===== src/unb_consts.svh =====
/*
 * Holds the register offsets, field positions and reset values of the
 * nine-bit serial port as macros.
 * Assumes it is included by bare name from the package and the module.
 */
`ifndef UNB_CONSTS_SVH
`define UNB_CONSTS_SVH

// ----------------------------------------------------------------------
// Register byte offsets on the Avalon-MM slave
// ----------------------------------------------------------------------
`define UNB_ADDR_W 4
`define UNB_OFS_CTRL 4'h0
`define UNB_OFS_DATA 4'h4
`define UNB_OFS_PINCFG 4'h8

// ----------------------------------------------------------------------
// Field positions in serial_control_reg
// ----------------------------------------------------------------------
`define UNB_CTRL_RX_DONE 0
`define UNB_CTRL_TX_DONE 1
`define UNB_CTRL_RX_NINTH 2
`define UNB_CTRL_TX_NINTH 3
`define UNB_CTRL_RX_EN 4
`define UNB_CTRL_AFE 5
`define UNB_CTRL_INT_EN 6
`define UNB_CTRL_NINE_SEL 7

// ----------------------------------------------------------------------
// Field positions in rx_pin_config_reg, source codes and counts
// ----------------------------------------------------------------------
`define UNB_PCF_SRC_LO 0
`define UNB_PCF_SRC_HI 1
`define UNB_SRC_PIN 2'h0
`define UNB_SRC_CLU_A 2'h1
`define UNB_SRC_CLU_B 2'h2
`define UNB_SRC_CLU_C 2'h3
`define UNB_BITS_8 4'h8
`define UNB_BITS_9 4'h9
`define UNB_TIMER_TOP 8'hFF
`define UNB_RST_TXD 1'b1

`endif


===== src/unb_pkg.sv =====
/*
 * Holds the types of the nine-bit serial port: state machine encodings
 * and the packed struct that carries all module state.
 * Assumes unb_consts.svh is on the include path.
 */
`include "unb_consts.svh"

package unb_pkg;

   // ----------------------------------------------------------------------
   // State machines
   // ----------------------------------------------------------------------
   typedef enum logic [1:0] {TX_IDLE, TX_START, TX_DATA, TX_STOP} unb_tx_state_t;
   typedef enum logic [1:0] {RX_IDLE, RX_START, RX_DATA, RX_STOP} unb_rx_state_t;

   // ----------------------------------------------------------------------
   // All state of the port
   // ----------------------------------------------------------------------
   typedef struct packed {
      logic ack;
      logic [31:0] rdata;
      logic rx_done_flag;
      logic tx_done_flag;
      logic rx_ninth_bit;
      logic tx_ninth_bit;
      logic rx_en;
      logic addr_filter_enable;
      logic int_en;
      logic ninth_bit_select;
      logic [1:0] rx_source_select;
      logic txd;
      unb_tx_state_t tx_state;
      logic tx_div;
      logic tx_pend;
      logic [8:0] tx_hold;
      logic [8:0] tx_sh;
      logic [3:0] tx_cnt;
      logic rx_s1;
      logic rx_s2;
      logic rx_prev;
      logic [7:0] rx_timer;
      logic rx_phase;
      unb_rx_state_t rx_state;
      logic [3:0] rx_cnt;
      logic [8:0] rx_sh;
      logic rx_full;
      logic [7:0] rx_buf;
   } unb_state_t;

endpackage


===== src/unb_uart.sv =====
/*
 * Nine-bit asynchronous serial port: Avalon-MM register slave, transmitter,
 * receiver with hidden receive baud timer and one-byte receive buffer.
 * Assumes the external baud timer delivers its count enable, run bit,
 * low-byte overflow pulse and reload byte synchronous to mclk_in, and that
 * the serial and logic-unit inputs are synchronous to mclk_in.
 */
// Overview of operation
// - Data address writes load transmit holding; reads return receive buffer only.
// - Done flags stay set until software writes the control register.
// - Interrupt request raised while enabled and either done flag is set.
// - Transmit timing from timer overflows; receive uses private timer copy.
// - Each overflow stream is divided by two for one bit period.
// - Receive timer runs only with timer run, reloading from the reload byte.
// - Start detection reloads the receive timer, aligning reception to it.
// - Frames: low start bit, data LSB first, high stop bit.
// - Mode bit selects eight data bits or nine with ninth after MSB.
// - Data write starts transmission; ninth bit taken from control at write.
// - Transmit-done flag sets when the stop bit begins.
// - Reception only while receive enable is one; bits sampled at baud.
// - Frame buffered only with room and address filter satisfied.
// - Filter on: accept only if stop or ninth bit is one.
// - Buffer full: new frame dropped, old byte kept.
// - Receive-done flag sets on each frame pushed into the buffer.
// - Receive ninth status holds ninth bit, or stop bit in eight-bit mode.
// - One buffered byte lets the next frame arrive before software reads.
// - Receive input from pin or one of three logic-unit outputs.
// - Transmit and receive each up to half of system clock.
`timescale 1ns/100ps
`include "unb_consts.svh"

module unb_uart (
   input wire logic mclk_in,
   input wire logic rst_in,
   input wire logic [3:0] avs_address_in,
   input wire logic avs_read_in,
   input wire logic avs_write_in,
   input wire logic [31:0] avs_writedata_in,
   input wire logic [3:0] avs_byteenable_in,
   output logic [31:0] avs_readdata_out,
   output logic avs_waitrequest_out,
   input wire logic serial_rx_input_in,
   input wire logic [2:0] clu_rx_in,
   input wire logic timer_run_in,
   input wire logic timer_tick_in,
   input wire logic baud_timer_low_byte_ovf_in,
   input wire logic [7:0] baud_timer_reload_byte_in,
   output logic txd_out,
   output logic irq_out
);

   // ----------------------------------------------------------------------
   // State and decoded strobes
   // ----------------------------------------------------------------------
   unb_pkg::unb_state_t st_r;
   unb_pkg::unb_state_t st_nxt;
   logic req;
   logic commit;
   logic wr_ctrl;
   logic wr_data;
   logic wr_pcf;
   logic rd_data;
   logic tx_tick;
   logic rx_ovf;
   logic rx_sample;
   logic start_det;
   logic rx_pin;
   logic [3:0] nbits;
   logic frame_ninth;
   logic push_try;
   logic push;
   logic [31:0] rd_mux;

   // Bus decode; the access completes at the edge where st_r.ack is high
   assign req = avs_read_in | avs_write_in;
   assign commit = req & st_r.ack;
   assign wr_ctrl = commit & avs_write_in & avs_byteenable_in[0]
                    & (avs_address_in == `UNB_OFS_CTRL);
   assign wr_data = commit & avs_write_in & avs_byteenable_in[0]
                    & (avs_address_in == `UNB_OFS_DATA);
   assign wr_pcf = commit & avs_write_in & avs_byteenable_in[0]
                   & (avs_address_in == `UNB_OFS_PINCFG);
   assign rd_data = commit & avs_read_in & (avs_address_in == `UNB_OFS_DATA);

   // Bit tick is every second timer overflow
   assign tx_tick = baud_timer_low_byte_ovf_in & st_r.tx_div;

   // Hidden receive timer overflows and mid-bit sample points
   assign rx_ovf = timer_run_in & timer_tick_in
                   & (st_r.rx_timer == `UNB_TIMER_TOP);
   assign rx_sample = rx_ovf & ~st_r.rx_phase;
   assign start_det = st_r.rx_en & (st_r.rx_state == unb_pkg::RX_IDLE)
                      & st_r.rx_prev & ~st_r.rx_s2;

   // Receive source select
   always_comb begin
      unique case (st_r.rx_source_select)
         `UNB_SRC_PIN: rx_pin = serial_rx_input_in;
         `UNB_SRC_CLU_A: rx_pin = clu_rx_in[0];
         `UNB_SRC_CLU_B: rx_pin = clu_rx_in[1];
         `UNB_SRC_CLU_C: rx_pin = clu_rx_in[2];
      endcase
   end

   // Frame length, filter bit and buffer push decision
   assign nbits = st_r.ninth_bit_select ? `UNB_BITS_9 : `UNB_BITS_8;
   assign frame_ninth = st_r.ninth_bit_select ? st_r.rx_sh[8] : st_r.rx_s2;
   assign push_try = rx_sample & (st_r.rx_state == unb_pkg::RX_STOP);
   assign push = push_try & ~st_r.rx_full
                 & (~st_r.addr_filter_enable | frame_ninth);

   // Read multiplexer; the transmit holding register is never visible
   always_comb begin
      rd_mux = 32'h0000_0000;
      unique case (avs_address_in)
         `UNB_OFS_CTRL: begin
            rd_mux[`UNB_CTRL_RX_DONE] = st_r.rx_done_flag;
            rd_mux[`UNB_CTRL_TX_DONE] = st_r.tx_done_flag;
            rd_mux[`UNB_CTRL_RX_NINTH] = st_r.rx_ninth_bit;
            rd_mux[`UNB_CTRL_TX_NINTH] = st_r.tx_ninth_bit;
            rd_mux[`UNB_CTRL_RX_EN] = st_r.rx_en;
            rd_mux[`UNB_CTRL_AFE] = st_r.addr_filter_enable;
            rd_mux[`UNB_CTRL_INT_EN] = st_r.int_en;
            rd_mux[`UNB_CTRL_NINE_SEL] = st_r.ninth_bit_select;
         end
         `UNB_OFS_DATA: rd_mux[7:0] = st_r.rx_buf;
         `UNB_OFS_PINCFG: rd_mux[`UNB_PCF_SRC_HI:`UNB_PCF_SRC_LO] = st_r.rx_source_select;
         default: rd_mux = 32'h0000_0000;
      endcase
   end

   // ----------------------------------------------------------------------
   // Next-state logic
   // ----------------------------------------------------------------------
   always_comb begin
      st_nxt = st_r;

      // Bus slave: one wait cycle, then commit
      st_nxt.ack = req & ~st_r.ack;
      if (req & ~st_r.ack) begin
         st_nxt.rdata = rd_mux;
      end

      // Software writes; hardware sets below override a clear
      if (wr_ctrl) begin
         st_nxt.rx_done_flag = avs_writedata_in[`UNB_CTRL_RX_DONE];
         st_nxt.tx_done_flag = avs_writedata_in[`UNB_CTRL_TX_DONE];
         st_nxt.tx_ninth_bit = avs_writedata_in[`UNB_CTRL_TX_NINTH];
         st_nxt.rx_en = avs_writedata_in[`UNB_CTRL_RX_EN];
         st_nxt.addr_filter_enable = avs_writedata_in[`UNB_CTRL_AFE];
         st_nxt.int_en = avs_writedata_in[`UNB_CTRL_INT_EN];
         st_nxt.ninth_bit_select = avs_writedata_in[`UNB_CTRL_NINE_SEL];
      end
      if (wr_pcf) begin
         st_nxt.rx_source_select = avs_writedata_in[`UNB_PCF_SRC_HI:`UNB_PCF_SRC_LO];
      end

      // Transmit overflow divider
      st_nxt.tx_div = st_r.tx_div ^ baud_timer_low_byte_ovf_in;

      // Transmitter
      if (tx_tick) begin
         unique case (st_r.tx_state)
            unb_pkg::TX_IDLE: begin
               if (st_r.tx_pend) begin
                  st_nxt.tx_state = unb_pkg::TX_START;
                  st_nxt.txd = 1'b0;
                  st_nxt.tx_sh = st_r.tx_hold;
                  st_nxt.tx_pend = 1'b0;
               end
            end
            unb_pkg::TX_START: begin
               st_nxt.tx_state = unb_pkg::TX_DATA;
               st_nxt.txd = st_r.tx_sh[0];
               st_nxt.tx_sh = {1'b0, st_r.tx_sh[8:1]};
               st_nxt.tx_cnt = 4'h1;
            end
            unb_pkg::TX_DATA: begin
               if (st_r.tx_cnt == nbits) begin
                  st_nxt.tx_state = unb_pkg::TX_STOP;
                  st_nxt.txd = 1'b1;
                  st_nxt.tx_done_flag = 1'b1;
               end else begin
                  st_nxt.txd = st_r.tx_sh[0];
                  st_nxt.tx_sh = {1'b0, st_r.tx_sh[8:1]};
                  st_nxt.tx_cnt = st_r.tx_cnt + 4'h1;
               end
            end
            unb_pkg::TX_STOP: begin
               st_nxt.tx_state = unb_pkg::TX_IDLE;
               st_nxt.txd = 1'b1;
            end
         endcase
      end

      // Data write loads the holding register with the ninth bit
      if (wr_data) begin
         st_nxt.tx_hold = {st_r.tx_ninth_bit, avs_writedata_in[7:0]};
         st_nxt.tx_pend = 1'b1;
      end

      // Receive synchroniser
      st_nxt.rx_s1 = rx_pin;
      st_nxt.rx_s2 = st_r.rx_s1;
      st_nxt.rx_prev = st_r.rx_s2;

      // Hidden receive timer
      if (start_det) begin
         st_nxt.rx_timer = baud_timer_reload_byte_in;
         st_nxt.rx_phase = 1'b0;
      end else if (timer_run_in & timer_tick_in) begin
         if (rx_ovf) begin
            st_nxt.rx_timer = baud_timer_reload_byte_in;
            st_nxt.rx_phase = ~st_r.rx_phase;
         end else begin
            st_nxt.rx_timer = st_r.rx_timer + 8'h01;
         end
      end

      // Receiver
      if (~st_r.rx_en) begin
         st_nxt.rx_state = unb_pkg::RX_IDLE;
      end else begin
         unique case (st_r.rx_state)
            unb_pkg::RX_IDLE: begin
               if (start_det) begin
                  st_nxt.rx_state = unb_pkg::RX_START;
               end
            end
            unb_pkg::RX_START: begin
               if (rx_sample) begin
                  st_nxt.rx_state = st_r.rx_s2 ? unb_pkg::RX_IDLE : unb_pkg::RX_DATA;
                  st_nxt.rx_cnt = 4'h0;
               end
            end
            unb_pkg::RX_DATA: begin
               if (rx_sample) begin
                  st_nxt.rx_sh[st_r.rx_cnt] = st_r.rx_s2;
                  st_nxt.rx_cnt = st_r.rx_cnt + 4'h1;
                  if (st_r.rx_cnt == nbits - 4'h1) begin
                     st_nxt.rx_state = unb_pkg::RX_STOP;
                  end
               end
            end
            unb_pkg::RX_STOP: begin
               if (rx_sample) begin
                  st_nxt.rx_state = unb_pkg::RX_IDLE;
               end
            end
         endcase
      end

      // Buffer read frees the slot; a push in the same cycle wins
      // A frame landing in the wait cycle of a data read is freed unread,
      // so software reads the buffer only after seeing receive-done
      if (rd_data) begin
         st_nxt.rx_full = 1'b0;
      end
      if (push) begin
         st_nxt.rx_buf = st_r.rx_sh[7:0];
         st_nxt.rx_ninth_bit = frame_ninth;
         st_nxt.rx_full = 1'b1;
         st_nxt.rx_done_flag = 1'b1;
      end
   end

   // ----------------------------------------------------------------------
   // State register
   // ----------------------------------------------------------------------
   always_ff @(posedge mclk_in) begin
      if (rst_in) begin
         st_r <= '0;
         st_r.txd <= `UNB_RST_TXD;
      end else begin
         st_r <= st_nxt;
      end
   end

   // Outputs
   assign avs_readdata_out = st_r.rdata;
   assign avs_waitrequest_out = req & ~st_r.ack;
   assign txd_out = st_r.txd;
   assign irq_out = st_r.int_en & (st_r.tx_done_flag | st_r.rx_done_flag);
endmodule


===== config.mk =====
export PLATFORM = sky130hd
export DESIGN_NAME = unb_uart
export DESIGN_NICKNAME = d
export VERILOG_FILES = /design/src/unb_pkg.sv /design/src/unb_uart.sv
export VERILOG_INCLUDE_DIRS = /design/src
export SDC_FILE = /design/constraint.sdc
export NUM_CORES = 1
export LEC_CHECK = 0
export BUFFER_PORTS_ARGS = -buffer_cell sky130_fd_sc_hd__buf_2
export CAP_MARGIN = 0
export CELL_PAD_IN_SITES_DETAIL_PLACEMENT = 1
export CELL_PAD_IN_SITES_GLOBAL_PLACEMENT = 2
export CORE_UTILIZATION = 35
export CTS_CLUSTER_SIZE = 25
export DETAILED_ROUTE_END_ITERATION = 10
export GPL_ROUTABILITY_DRIVEN = 0
export PLACE_DENSITY = 0.92
export REMOVE_ABC_BUFFERS = 1
export SETUP_SLACK_MARGIN = 0.4
export SLEW_MARGIN = 20
export SYNTH_ARGS = -nofsm -noshare
export SYNTH_HDL_FRONTEND = slang
export SYNTH_SLANG_ARGS = --single-unit

===== constraint.sdc =====
create_clock -name mclk_in -period 4.5 [get_ports mclk_in]
set_clock_uncertainty 0.05 [all_clocks]
set_input_delay 0.9 -clock mclk_in [delete_from_list [all_inputs] [get_ports mclk_in]]
set_output_delay 0.9 -clock mclk_in [all_outputs]
set_load 0.05 [all_outputs]

==> flow_summary.ini <==
[clock_tree]
cts_buffer_depth = 2
tritoncts = built
insertion_delay_ns = 0.34
clk_pin_slew_ns = 0.06
cts.sinks = 82
holdBufCountCts = 0
post_cts_buffers = 0
cts-root-buf = clkbuf_16
cts_buffers = 9
cts_max_level = 3
cts_resized = 0

[worst_setup_path]
worstPathRequired_ns = 3.55
cp-start-kind = input pin
arrival_ns = 1.75
worstSetupPathType = in2out
r2r_cells = 5
worstPathMaxFanout = 11
worst_setup_path_end_kind = output port

[timing]
setup_viol = 0
hold_viol_final = 0
slew_viol_final = 0
setup_ws_ns = 1.80
fin_tns_setup_ns = 0
max_slew_margin = 0.482
period_needed_ns = 2.70
rsz0062_at_grt = false
timing.final.crit_share = 0.601
worst_pin_slew_ns = 0.777
fmax_mhz = 370

[die]
die_area_um2 = 12700
core_area_um2 = 12000
start_util = 0.358
io_pins = 94
die_w_um = 113
num_rows = 40
dieHeight_um = 113

[grt]
grt_pass1_vias = 3661
grt_usage = 0.178
grt_max_degree = 69
grt_pass1_wl_mm = 18.0
grt_antenna_before_repair = 0
grt.met2_usage = 0.326
grt_busiest_layer = met2
met1_usage = 0.201
gr-total-overflow = 0
gr-usage-met3 = 0.0493

[power_and_ir_drop]
power_density_nw_per_um2 = 345
power.switching_mw = 0.414
leakage_nw = 1.75
internal-power_mw = 1.21
ir_worst_vdd_uv = 151
clock_power_share = 0.457
netSwitchingFraction = 0.255
combPwrFrac = 0.085
pwr-share-seq = 0.457

[route]
viasPerCell = 5.47
drc = 0
vias = 3534
first_pass_iters = 4
routed_wl_mm = 10.7
detail-route-antenna-nets = 0
drtIter0Drc = 202
drt-wirelength-per-cell_um = 16.6

[place]
portBuffers = 42
pre_cts_slack_ns = 1.78
placed_area_um2 = 4410
dp_hpwl_mm = 7.63

[yosys]
synth.area.top_cells = dfxtp_1, mux2i_1, buf_4
syn_avg_cell_area_um2 = 9.03
ys_ff_latch = 82
netlist_instances = 477
synth_edf_count = 0
ys_dominant_reg_cell = dfxtp_1
yosysWarnings = 0
async_flop_share = 0
synth_top_area_frac = 0.381
syn_area_um2 = 4310
ys_seq_area_frac = 0.381
yosysTopAreaCell = dfxtp_1
ys_types = 63

[layout]
drive_above_1_share = 0.144
area_delta_synth_final_pct = 9.24
stdcell_area_um2 = 4700
num_antenna_cells = 0
nets = 565
fillers = 1406

[flow_run]
maxCapViolCount = 0

[worst_hold_path]
min_path_type = reg2reg
holdPathStages = 2

[run_status]
status = finished, final reports clean
## cells in the mapped netlist, types with 6 or more instances
library cell   n
a21oi_1       36
a221oi_1       8
a311oi_1       8
a31oi_1        8
and3_1         8
buf_2         10
buf_4         38
clkbuf_1      10
dfxtp_1       82
ha_1          11
inv_1         14
mux2i_1       37
nand2_1       23
nand3_1       16
nand4_1       15
nor2_1        35
nor2b_1        6
nor3_1        12
o21ai_0       18
## final timing paths
| path | start | endpoint | slack, ns |
|---|---|---|---|
| worst min-delay path | flip-flop | flip-flop | 0.42 |
| worst max register to register | st_r[25] | flip-flop | 2.37 |
| worst min register to register | flip-flop | flip-flop | 0.42 |
| worst max-delay path | avs_write_in | avs_waitrequest_out | 1.80 |
## per-stage QoR
stage	std cells	util	power, mW	hold WS (ns)
2_1_floorplan	439	-	0.848	0.364
3_3_place_gp	631	0.367	0.895	0.394
3_5_place_dp	631	0.367	0.898	0.403
4_1_cts	646	0.392	1.64	0.420
5_1_grt	646	0.392	1.69	0.433
6_report	646	0.392	1.62	0.416
## layer usage
metal,up-vias,routed length (um)
met5,-,0
met4,0,83
met3,9,361
met2,65,5570
met1,1745,4680
li1,1715,-
## cells by family (layout without fill, tap and decap cells)
logic type,count (synthesis),after routing,share of synthesized area
and+or+nand+nor,150,150,0.202
AOI/OAI and AO/OA,111,111,0.169
DFF,82,82,0.381
buffers and inverters,76,75,0.106
muxes,39,39,0.0939
adders and majority gates,11,11,0.0320
xor gates and xnor gates,7,7,0.0142
other,1,24,0.000871
## power by group through the flow
stage                     registers [mW]  logic, mW  clock network, mW
after global routing               0.743      0.149              0.796
after global placement             0.758      0.137                  0
after CTS                          0.743      0.140              0.760
after detailed placement           0.759      0.139                  0
after floorplan                    0.769     0.0786                  0
final                              0.743      0.139              0.743
## layout by cell type, fill, tap and decap left out, drive strengths merged, types with 9 or more instances in the layout
cell type / instances
nor2: 35
nand3: 19
nand2: 23
a21oi: 36
dfxtp: 82
inv: 14
conb: 24
and3: 9
o21ai: 18
buf: 45
ha: 11
nand4: 15
clkbuf: 11
mux2i: 37
nor3: 14
## worst max-delay path, cell delays in order
cell and delay, ns:
buf_2 0.10, o21bai_1 0.08, buf_4 0.18, inv_1 0.19
buf_2 0.31
## area by class of cell
cell class                      instances  area, um^2  area share
Clock buffer                           11         243      0.0516
Clock inverter                          4        52.6      0.0112
Inverter                               15        56.3      0.0120
Multi-Input combinational cell        342        2290       0.488
Sequential cell                        82        1640       0.349
Tap cell                              147         184      0.0391
Timing Repair Buffer                   45         233      0.0495
Power figures use the tool's default switching activity.
